**config.mk**
```make
export PLATFORM = sky130hd
export DESIGN_NAME = pwm_carrier_timer8
export DESIGN_NICKNAME = d
export VERILOG_FILES = /design/src/rtl/pwm_carrier_timer8_pkg.sv /design/src/rtl/tick_divider.sv /design/src/rtl/pwm_carrier_timer8.sv
export SDC_FILE = /design/constraint.sdc
export NUM_CORES = 1
export LEC_CHECK = 0
export BUFFER_PORTS_ARGS = -buffer_cell sky130_fd_sc_hd__buf_2
export CAP_MARGIN = 20
export CORE_AREA = 2 2 87 89
export DETAILED_ROUTE_END_ITERATION = 8
export DIE_AREA = 0 0 89 91
export PLACE_DENSITY_LB_ADDON = 0.2
export SLEW_MARGIN = 20
export SYNTH_ARGS = -nofsm -noshare
export SYNTH_HDL_FRONTEND = slang
export SYNTH_SLANG_ARGS = --single-unit
```
**constraint.sdc**
```tcl
create_clock -name clk_sys -period 7.1 [get_ports clk_sys]
set_input_delay 1.42 -clock clk_sys [delete_from_list [all_inputs] [get_ports clk_sys]]
set_output_delay 1.42 -clock clk_sys [all_outputs]
set_load 0.02 [all_outputs]
```
**src/rtl/pwm_carrier_timer8_pkg.sv**
```systemverilog
// shared constants and types for the pwm and carrier compare timer
// Operation
// after run enable, one count clock is skipped; output stays inactive meanwhile
// duty writes while running are latched, applied at the old duty match
// latched duty needs three count clocks before a match may transfer it
// pwm period match clears counter, drives output active, pulses interrupt
// pwm duty match drives output inactive, no clear, no interrupt
// clearing run enable forces interrupt and output inactive at once
// carrier mode only on instance 1; low and high width compares
// software may rewrite high width but not low width while counting
// pin follows remote enable and carrier enable per the four-way table
// slave enable is read-only, master read/write, only slave gates output
// gate interrupt synced to count clock; slave loads master two clocks later
// software waits two count clocks between writes of the master bit
// carrier compares low width first; each match clears, inverts, swaps
// carrier period is N+M+2 count clocks, high time M+1
// slave and remote enable set drive the carrier onto the pin
// carrier clock held inactive from start until first low width match
// enable starts output at next rising edge; disable keeps full high phase
// software rewrites high width compare on every restart
// count clock must be over six times the gate counter clock
// low and high width compares programmed between 01H and FFH
// software sets remote enable before starting carrier counting
// pwm duty compare kept strictly below period compare
// each compare match interrupt is one count clock wide
package pwm_carrier_timer8_pkg;
  localparam int ADDR_W = 3;
  localparam int DATA_W = 8;
  localparam int CKS_W = 3;
  localparam int DIV_W = 7;
  // register offsets
  localparam logic [2:0] MODE_OFS = 3'h0;
  localparam logic [2:0] PERIOD_OFS = 3'h1;
  localparam logic [2:0] DUTY_OFS = 3'h2;
  localparam logic [2:0] CTRL_OFS = 3'h3;
  localparam logic [2:0] STATUS_OFS = 3'h4;
  // mode register fields
  localparam int MODE_RUN_BIT = 0;
  localparam int MODE_CARRIER_BIT = 1;
  localparam int MODE_LEVEL_BIT = 2;
  localparam int MODE_CKS_LSB = 4;
  // carrier control register fields
  localparam int CTRL_SLAVE_BIT = 0;
  localparam int CTRL_MASTER_BIT = 1;
  localparam int CTRL_REMOTE_BIT = 2;
  // status register fields
  localparam int STAT_PEND_BIT = 0;
  localparam int STAT_SEL_BIT = 1;
  localparam int STAT_CCLK_BIT = 2;
  // reset values
  localparam logic [7:0] CMP_RESET = 8'h00;
  localparam logic [2:0] CKS_RESET = 3'h0;
  // count clocks a latched duty value must age before transfer
  localparam logic [1:0] XFER_MIN_TICKS = 2'h3;
  typedef enum logic {CMP_FIRST, CMP_SECOND} cmp_sel_e;
endpackage : pwm_carrier_timer8_pkg

```
**src/rtl/tick_divider.sv**
```systemverilog
// count clock enable generator from the system clock
`timescale 1ns/10ps
module tick_divider #(
  parameter int DIV_W = pwm_carrier_timer8_pkg::DIV_W
) (
  input wire logic clk_sys,
  input wire logic rst_b,
  input wire logic ce,
  input wire logic [pwm_carrier_timer8_pkg::CKS_W-1:0] count_clock_select,
  output logic tick
);
  typedef struct packed {
    logic [DIV_W-1:0] cnt;
    logic tick;
  } div_state_s;

  div_state_s s_q;
  div_state_s s_d;
  logic [DIV_W-1:0] mask;

  // one tick every 2^select system clocks
  always_comb begin
    s_d = s_q;
    mask = DIV_W'(({{DIV_W{1'b0}}, 1'b1} << count_clock_select) - 1'b1);
    s_d.cnt = DIV_W'(s_q.cnt + 1'b1);
    s_d.tick = ((s_q.cnt & mask) == mask);
  end

  // state register
  always_ff @(posedge clk_sys) begin
    if (!rst_b) begin
      s_q <= '0;
    end else if (ce) begin
      s_q <= s_d;
    end
  end

  assign tick = s_q.tick;
endmodule : tick_divider

```
**src/rtl/pwm_carrier_timer8.sv**
```systemverilog
// 8-bit compare timer with pwm output and carrier generator modes
`timescale 1ns/10ps
module pwm_carrier_timer8 #(
  parameter bit CARRIER_CAPABLE = 1'b1,
  parameter int DIV_W = pwm_carrier_timer8_pkg::DIV_W
) (
  input wire logic clk_sys,
  input wire logic rst_b,
  input wire logic ce,
  input wire logic [pwm_carrier_timer8_pkg::ADDR_W-1:0] addr,
  input wire logic [pwm_carrier_timer8_pkg::DATA_W-1:0] wr_data,
  input wire logic wr_en,
  input wire logic rd_en,
  output logic [pwm_carrier_timer8_pkg::DATA_W-1:0] rd_data,
  input wire logic gate_counter_irq,
  output logic compare_match_irq,
  output logic timer_output_pin
);
  typedef struct packed {
    logic timer_run_enable;
    logic carrier_mode;
    logic output_level_select;
    logic [pwm_carrier_timer8_pkg::CKS_W-1:0] count_clock_select;
    logic [7:0] period_compare;
    logic [7:0] duty_compare;
    logic [7:0] duty_latch;
    logic duty_pending;
    logic [1:0] latch_age;
    logic carrier_enable_master;
    logic carrier_enable_slave;
    logic remote_output_enable;
    logic gate_meta;
    logic gate_sync;
    logic gate_prev;
    logic synced_gate_pulse;
    logic gate_xfer;
    logic [7:0] cnt;
    logic skip;
    pwm_carrier_timer8_pkg::cmp_sel_e sel;
    logic active;
    logic carrier_clk;
    logic carrier_gate;
    logic irq;
    logic pin;
    logic [7:0] rdata;
  } timer_state_s;

  timer_state_s s_q;
  timer_state_s s_d;
  logic tick;
  logic run_next;
  logic match;
  logic duty_ready;
  logic [7:0] cmp_val;

  // count clock enable
  tick_divider #(
    .DIV_W(DIV_W)
  ) u_tick (
    .clk_sys(clk_sys),
    .rst_b(rst_b),
    .ce(ce),
    .count_clock_select(s_q.count_clock_select),
    .tick(tick)
  );

  // run state as it stands after this cycle's write
  assign run_next = (wr_en && addr == pwm_carrier_timer8_pkg::MODE_OFS) ?
                    wr_data[pwm_carrier_timer8_pkg::MODE_RUN_BIT] : s_q.timer_run_enable;
  assign cmp_val = (s_q.sel == pwm_carrier_timer8_pkg::CMP_FIRST) ?
                   s_q.period_compare : s_q.duty_compare;
  assign match = tick && s_q.timer_run_enable && !s_q.skip && (s_q.cnt == cmp_val);
  assign duty_ready = s_q.duty_pending && (s_q.latch_age == pwm_carrier_timer8_pkg::XFER_MIN_TICKS);

  // next state of the whole timer
  always_comb begin
    s_d = s_q;
    s_d.rdata = '0;
    // gate interrupt crosses from outside through two flops
    s_d.gate_meta = gate_counter_irq;
    s_d.gate_sync = s_q.gate_meta;
    if (tick) begin
      // resample on the count clock, rising edge gives the gate pulse
      s_d.gate_prev = s_q.gate_sync;
      s_d.synced_gate_pulse = s_q.gate_sync && !s_q.gate_prev;
      s_d.gate_xfer = s_q.synced_gate_pulse;
      if (s_q.gate_xfer) begin
        s_d.carrier_enable_slave = s_q.carrier_enable_master;
      end
      if (s_q.duty_pending && !duty_ready) begin
        s_d.latch_age = 2'(s_q.latch_age + 1'b1);
      end
    end
    // counting on each count clock
    if (tick && s_q.timer_run_enable) begin
      s_d.irq = 1'b0;
      if (s_q.skip) begin
        s_d.skip = 1'b0;
      end else if (match && s_q.carrier_mode) begin
        // alternate low and high width, each phase lasts compare plus one
        s_d.cnt = 8'h00;
        s_d.irq = 1'b1;
        s_d.carrier_clk = !s_q.carrier_clk;
        unique case (s_q.sel)
          pwm_carrier_timer8_pkg::CMP_FIRST: begin
            s_d.sel = pwm_carrier_timer8_pkg::CMP_SECOND;
          end
          pwm_carrier_timer8_pkg::CMP_SECOND: begin
            s_d.sel = pwm_carrier_timer8_pkg::CMP_FIRST;
            if (duty_ready) begin
              s_d.duty_compare = s_q.duty_latch;
              s_d.duty_pending = 1'b0;
            end
          end
        endcase
      end else if (match) begin
        unique case (s_q.sel)
          pwm_carrier_timer8_pkg::CMP_FIRST: begin
            s_d.cnt = 8'h00;
            s_d.irq = 1'b1;
            s_d.active = 1'b1;
            s_d.sel = pwm_carrier_timer8_pkg::CMP_SECOND;
          end
          pwm_carrier_timer8_pkg::CMP_SECOND: begin
            s_d.cnt = 8'(s_q.cnt + 1'b1);
            s_d.active = 1'b0;
            s_d.sel = pwm_carrier_timer8_pkg::CMP_FIRST;
            if (duty_ready) begin
              s_d.duty_compare = s_q.duty_latch;
              s_d.duty_pending = 1'b0;
            end
          end
        endcase
      end else begin
        s_d.cnt = 8'(s_q.cnt + 1'b1);
      end
    end
    // stopped timer: counter, compare select, pwm output, irq and carrier clock idle, next start skips one count clock
    if (!run_next) begin
      s_d.cnt = 8'h00;
      s_d.skip = 1'b1;
      s_d.sel = pwm_carrier_timer8_pkg::CMP_FIRST;
      s_d.active = 1'b0;
      s_d.irq = 1'b0;
      s_d.carrier_clk = 1'b0;
      s_d.duty_pending = 1'b0;
    end
    // register writes, a duty write in a transfer cycle is latched and left pending while the transfer still completes
    if (wr_en) begin
      unique case (addr)
        pwm_carrier_timer8_pkg::MODE_OFS: begin
          s_d.timer_run_enable = wr_data[pwm_carrier_timer8_pkg::MODE_RUN_BIT];
          s_d.carrier_mode = CARRIER_CAPABLE &&
                             wr_data[pwm_carrier_timer8_pkg::MODE_CARRIER_BIT];
          s_d.output_level_select = wr_data[pwm_carrier_timer8_pkg::MODE_LEVEL_BIT];
          s_d.count_clock_select =
            wr_data[pwm_carrier_timer8_pkg::MODE_CKS_LSB +: pwm_carrier_timer8_pkg::CKS_W];
        end
        pwm_carrier_timer8_pkg::PERIOD_OFS: begin
          s_d.period_compare = wr_data;
        end
        pwm_carrier_timer8_pkg::DUTY_OFS: begin
          if (s_q.timer_run_enable) begin
            s_d.duty_latch = wr_data;
            s_d.duty_pending = 1'b1;
            s_d.latch_age = 2'h0;
          end else begin
            s_d.duty_compare = wr_data;
            s_d.duty_pending = 1'b0;
          end
        end
        pwm_carrier_timer8_pkg::CTRL_OFS: begin
          s_d.carrier_enable_master = wr_data[pwm_carrier_timer8_pkg::CTRL_MASTER_BIT];
          s_d.remote_output_enable = wr_data[pwm_carrier_timer8_pkg::CTRL_REMOTE_BIT];
        end
        default: begin
        end
      endcase
    end
    // read data, valid in the cycle after the strobe only
    if (rd_en) begin
      unique case (addr)
        pwm_carrier_timer8_pkg::MODE_OFS: begin
          s_d.rdata[pwm_carrier_timer8_pkg::MODE_RUN_BIT] = s_q.timer_run_enable;
          s_d.rdata[pwm_carrier_timer8_pkg::MODE_CARRIER_BIT] = s_q.carrier_mode;
          s_d.rdata[pwm_carrier_timer8_pkg::MODE_LEVEL_BIT] = s_q.output_level_select;
          s_d.rdata[pwm_carrier_timer8_pkg::MODE_CKS_LSB +: pwm_carrier_timer8_pkg::CKS_W] =
            s_q.count_clock_select;
        end
        pwm_carrier_timer8_pkg::PERIOD_OFS: begin
          s_d.rdata = s_q.period_compare;
        end
        pwm_carrier_timer8_pkg::DUTY_OFS: begin
          s_d.rdata = s_q.duty_compare;
        end
        pwm_carrier_timer8_pkg::CTRL_OFS: begin
          s_d.rdata[pwm_carrier_timer8_pkg::CTRL_SLAVE_BIT] = s_q.carrier_enable_slave;
          s_d.rdata[pwm_carrier_timer8_pkg::CTRL_MASTER_BIT] = s_q.carrier_enable_master;
          s_d.rdata[pwm_carrier_timer8_pkg::CTRL_REMOTE_BIT] = s_q.remote_output_enable;
        end
        pwm_carrier_timer8_pkg::STATUS_OFS: begin
          s_d.rdata[pwm_carrier_timer8_pkg::STAT_PEND_BIT] = s_q.duty_pending;
          s_d.rdata[pwm_carrier_timer8_pkg::STAT_SEL_BIT] =
            (s_q.sel == pwm_carrier_timer8_pkg::CMP_SECOND);
          s_d.rdata[pwm_carrier_timer8_pkg::STAT_CCLK_BIT] = s_q.carrier_clk;
        end
        default: begin
        end
      endcase
    end
    // output gate only moves while the carrier is low or just rising
    if (!s_d.carrier_clk || !s_q.carrier_clk) begin
      s_d.carrier_gate = s_d.carrier_enable_slave;
    end
    // pin drive
    if (s_d.carrier_mode) begin
      s_d.pin = s_d.remote_output_enable ?
                (s_d.carrier_clk && s_d.carrier_gate) : s_d.carrier_enable_slave;
    end else begin
      s_d.pin = s_d.active ^ s_d.output_level_select;
    end
  end

  // state register
  always_ff @(posedge clk_sys) begin
    if (!rst_b) begin
      s_q <= '0;
      s_q.period_compare <= pwm_carrier_timer8_pkg::CMP_RESET;
      s_q.duty_compare <= pwm_carrier_timer8_pkg::CMP_RESET;
      s_q.count_clock_select <= pwm_carrier_timer8_pkg::CKS_RESET;
      s_q.skip <= 1'b1;
    end else if (ce) begin
      s_q <= s_d;
    end
  end

  assign rd_data = s_q.rdata;
  assign compare_match_irq = s_q.irq;
  assign timer_output_pin = s_q.pin;
endmodule : pwm_carrier_timer8

```
==> results by group <==
Final layout
  – Fraction of layout cells with a size suffix above 1: 13.1%
  – Multi-input gate area: 2200 µm²
  – Antenna cells: 0
  – Register area: 1440 µm²
  – Final net count: 459
  – Final Util: 57.4%
  – Area Overhead vs Synth: 6.85%
  – Fill cells: 681

Worst setup path
  – Critical path's slowest cell: nor4b_2
  – Critical path's top delay family: simple AND/OR/NAND/NOR gates
  – Critical Path AT: 3.85 ns
  – Crit-path max cell delay: 0.64 ns
  – WS Path Type: in2reg
  – Crit-path max FO: 18
  – Flop-to-flop setup slack: 3.78 ns
  – Startpoint Class: input pin
  – Setup crit end kind: flop
  – Data required, critical path: 7.37 ns
  – Buf/Inv on CP: 1
  – Worst path cell trace: buf_2, nor4b_2, mux2i_1, o21ai_1, nor2_1, o2111ai_1, o211ai_1

Clock tree
  – CTS tree: built
  – Post-CTS Setup Repair Bufs: 0
  – Latest clock arrival within the worst-skew pair: 0.35 ns
  – CTS Hold Bufs: 0
  – Clock sink count: 72
  – CTS Buffer Depth: 2
  – Worst-path clk slew: 0.08 ns
  – CTS H-tree depth: 3
  – Inserted Clock Buffers: 9
  – Root Buffer: clkbuf_8
  – Post-cts gate resize count: 0

Timing
  – Fmax: 280 MHz
  – Setup Skew: 0.0104 ns
  – Final period util: 50.3%
  – Final Hold Fails: 0
  – Pins over their slew limit: 0
  – RSZ-0062 raised after global routing: no
  – Worst-margin pin slew: 0.932 ns
  – Endpoints failing setup: 0
  – Tmin final: 3.57 ns
  – Setup TNS Final: 0 ns
  – Setup slack after layout: 3.53 ns
  – Slew Limit Headroom: 37.9%

Drt
  – Initial DRC count: 189
  – Vias post-DR: 3210
  – First-pass DRT Iterations: 5
  – DRC: 0
  – Remaining antenna violation count: 0
  – Total wire length: 8.97 mm
  – WL per Instance: 16.5 µm
  – Vias per inst: 5.91

Synthesis
  – Leading area contributor after synthesis: dfxtp_1
  – Top FF cell, synth: dfxtp_1
  – Syn_nets: 457
  – Asr flop ratio synth: 0%
  – Most frequent cell after synthesis: dfxtp_1
  – Syn_area_per_cell: 8.78 µm²
  – Post-Syn Area: 3830 µm²
  – Yosys Warn Count: 0
  – Register bit total from synthesis: 72
  – Syn Inst Count: 437
  – Sequential-to-total area share from yosys stat: 37.6%
  – Area contributors post-synth: dfxtp_1, mux2i_1, nor2_1
  – Yosys top cell area share: 37.6%
  – Post-synth top cells: dfxtp_1, mux2i_1, nor2_1
  – Distinct cells, synth: 54
  – Number of enable flip-flop cells after synthesis: 0

Global routing
  – Largest net degree at the start of global routing: 37
  – Global Route Usage Sum: 23.2%
  – Antenna violations before repair: 0
  – First-pass GRT wire length: 14.5 mm
  – Vias in the first global route: 2847
  – GRT overflow: 0

Pwr
  – Worst vdd ir: 102 µV
  – Pwr/cell area: 189 nW/µm²
  – Leak: 1.48 nW
  – Tot Pwr: 0.000775 W

Place
  – PortBufs: 26
  – Dpl ws: 3.20 ns
  – RePlAce Congestion: 0.813
  – DP HPWL: 6.14 mm

Die
  – Die area: 8100 µm²
  – Num ports: 27
  – Die width: 89 µm
  – Core area: 7140 µm²
  – Die Y: 91 µm
  – Row count: 31
  – Initial cell density of the core: 53.7%

Job
  – Max_cap viols: 0

Run status
  – Run status: complete, no violations

Worst hold path
  – Worst hold path class: reg2reg
[kinds of logic (layout without fill, tap and decap cells)]
| family | after synthesis | count (layout) | share of synthesized area [%] |
|---|---|---|---|
| AOI/OAI and AO/OA | 90 | 90 | 17.1 |
| xor gates and xnor gates | 13 | 13 | 2.97 |
| adders and majority gates | 3 | 3 | 0.979 |
| buffers and inverters | 41 | 48 | 5.22 |
| DFF | 72 | 72 | 37.6 |
| muxes | 52 | 52 | 13.6 |
| and+or+nand+nor | 166 | 166 | 22.5 |
[flip-flops by register name (all words and copies together), names as in the netlist]
name and flops:
s_q 53, u_tick.s_q 7, compare_match_irq 1, rd_data 8, u_tick.tick 1, s_d 1, timer_output_pin 1
[layout by cell type, fill, tap and decap left out, types with 10 or more instances in the layout]
cell type	instances
nor2_1	49
a21oi_1	22
nand3_1	23
clkbuf_8	10
o21ai_0	16
dfxtp_1	72
mux2i_1	50
buf_2	26
nand2_1	40
[worst paths after layout]
kind / cells past startpoint / start / endpoint
worst max-delay path: 7 / addr[0] / s_q[20]$_SDFFE_PN0P_
worst min-delay path: 2 / rd_data[0]$_SDFFE_PN0P_ / rd_data[0]$_SDFFE_PN0P_
worst max register to register: 6 / s_q[13]$_SDFFE_PN0P_ / s_q[42]$_SDFFE_PN0P_
worst min register to register: 2 / rd_data[0]$_SDFFE_PN0P_ / rd_data[0]$_SDFFE_PN0P_
[per-stage QoR]
| step | cell area [µm²] | instances | hold slack (ns) |
|---|---|---|---|
| detailed placement | 3920 | 527 | 0.455 |
| floorplan | 3830 | 437 | 0.432 |
| CTS | 4100 | 543 | 0.467 |
| finish | 4100 | 543 | 0.462 |
| global route | 4100 | 543 | 0.498 |
| global placement | 3920 | 527 | 0.444 |
[metal layers]
| layer | part of all wire (%) | vias to the layer above | track usage, % |
|---|---|---|---|
| li1 | - | 1587 | - |
| met1 | 48 | 1521 | 33.9 |
| met2 | 45 | 93 | 33.4 |
| met3 | 4.9 | 9 | 3.82 |
| met4 | 1.7 | 0 | 9.58 |
| met5 | 0 | - | 0 |
[final cells by class]
| class | count | share of cell area [%] |
|---|---|---|
| clock buffer | 11 | 3.45 |
| multi-input combinational | 324 | 53.6 |
| tap | 99 | 3.02 |
| timing repair buffer | 27 | 3.36 |
| sequential | 72 | 35.2 |
| clock inverter | 5 | 0.947 |
| inverter | 5 | 0.458 |
[worst reg2reg max path, stage by stage (launching register included)]
cell and delay, ns:
dfxtp_1 0.83, mux2i_1 0.43, xnor2_1 0.15, nor4_4 0.59
nand3_4 0.26, o22ai_1 0.69, o221a_1 0.31
[power breakdown]
part	switching (W)	internal [W]	total [W]
registers	0.00000583	0.000409	0.000415
clock network	0.000163	0.000139	0.000302
logic	0.0000378	0.0000210	0.0000588
total	0.000206	0.000569	0.000775
(Power assumes the default switching activity.)
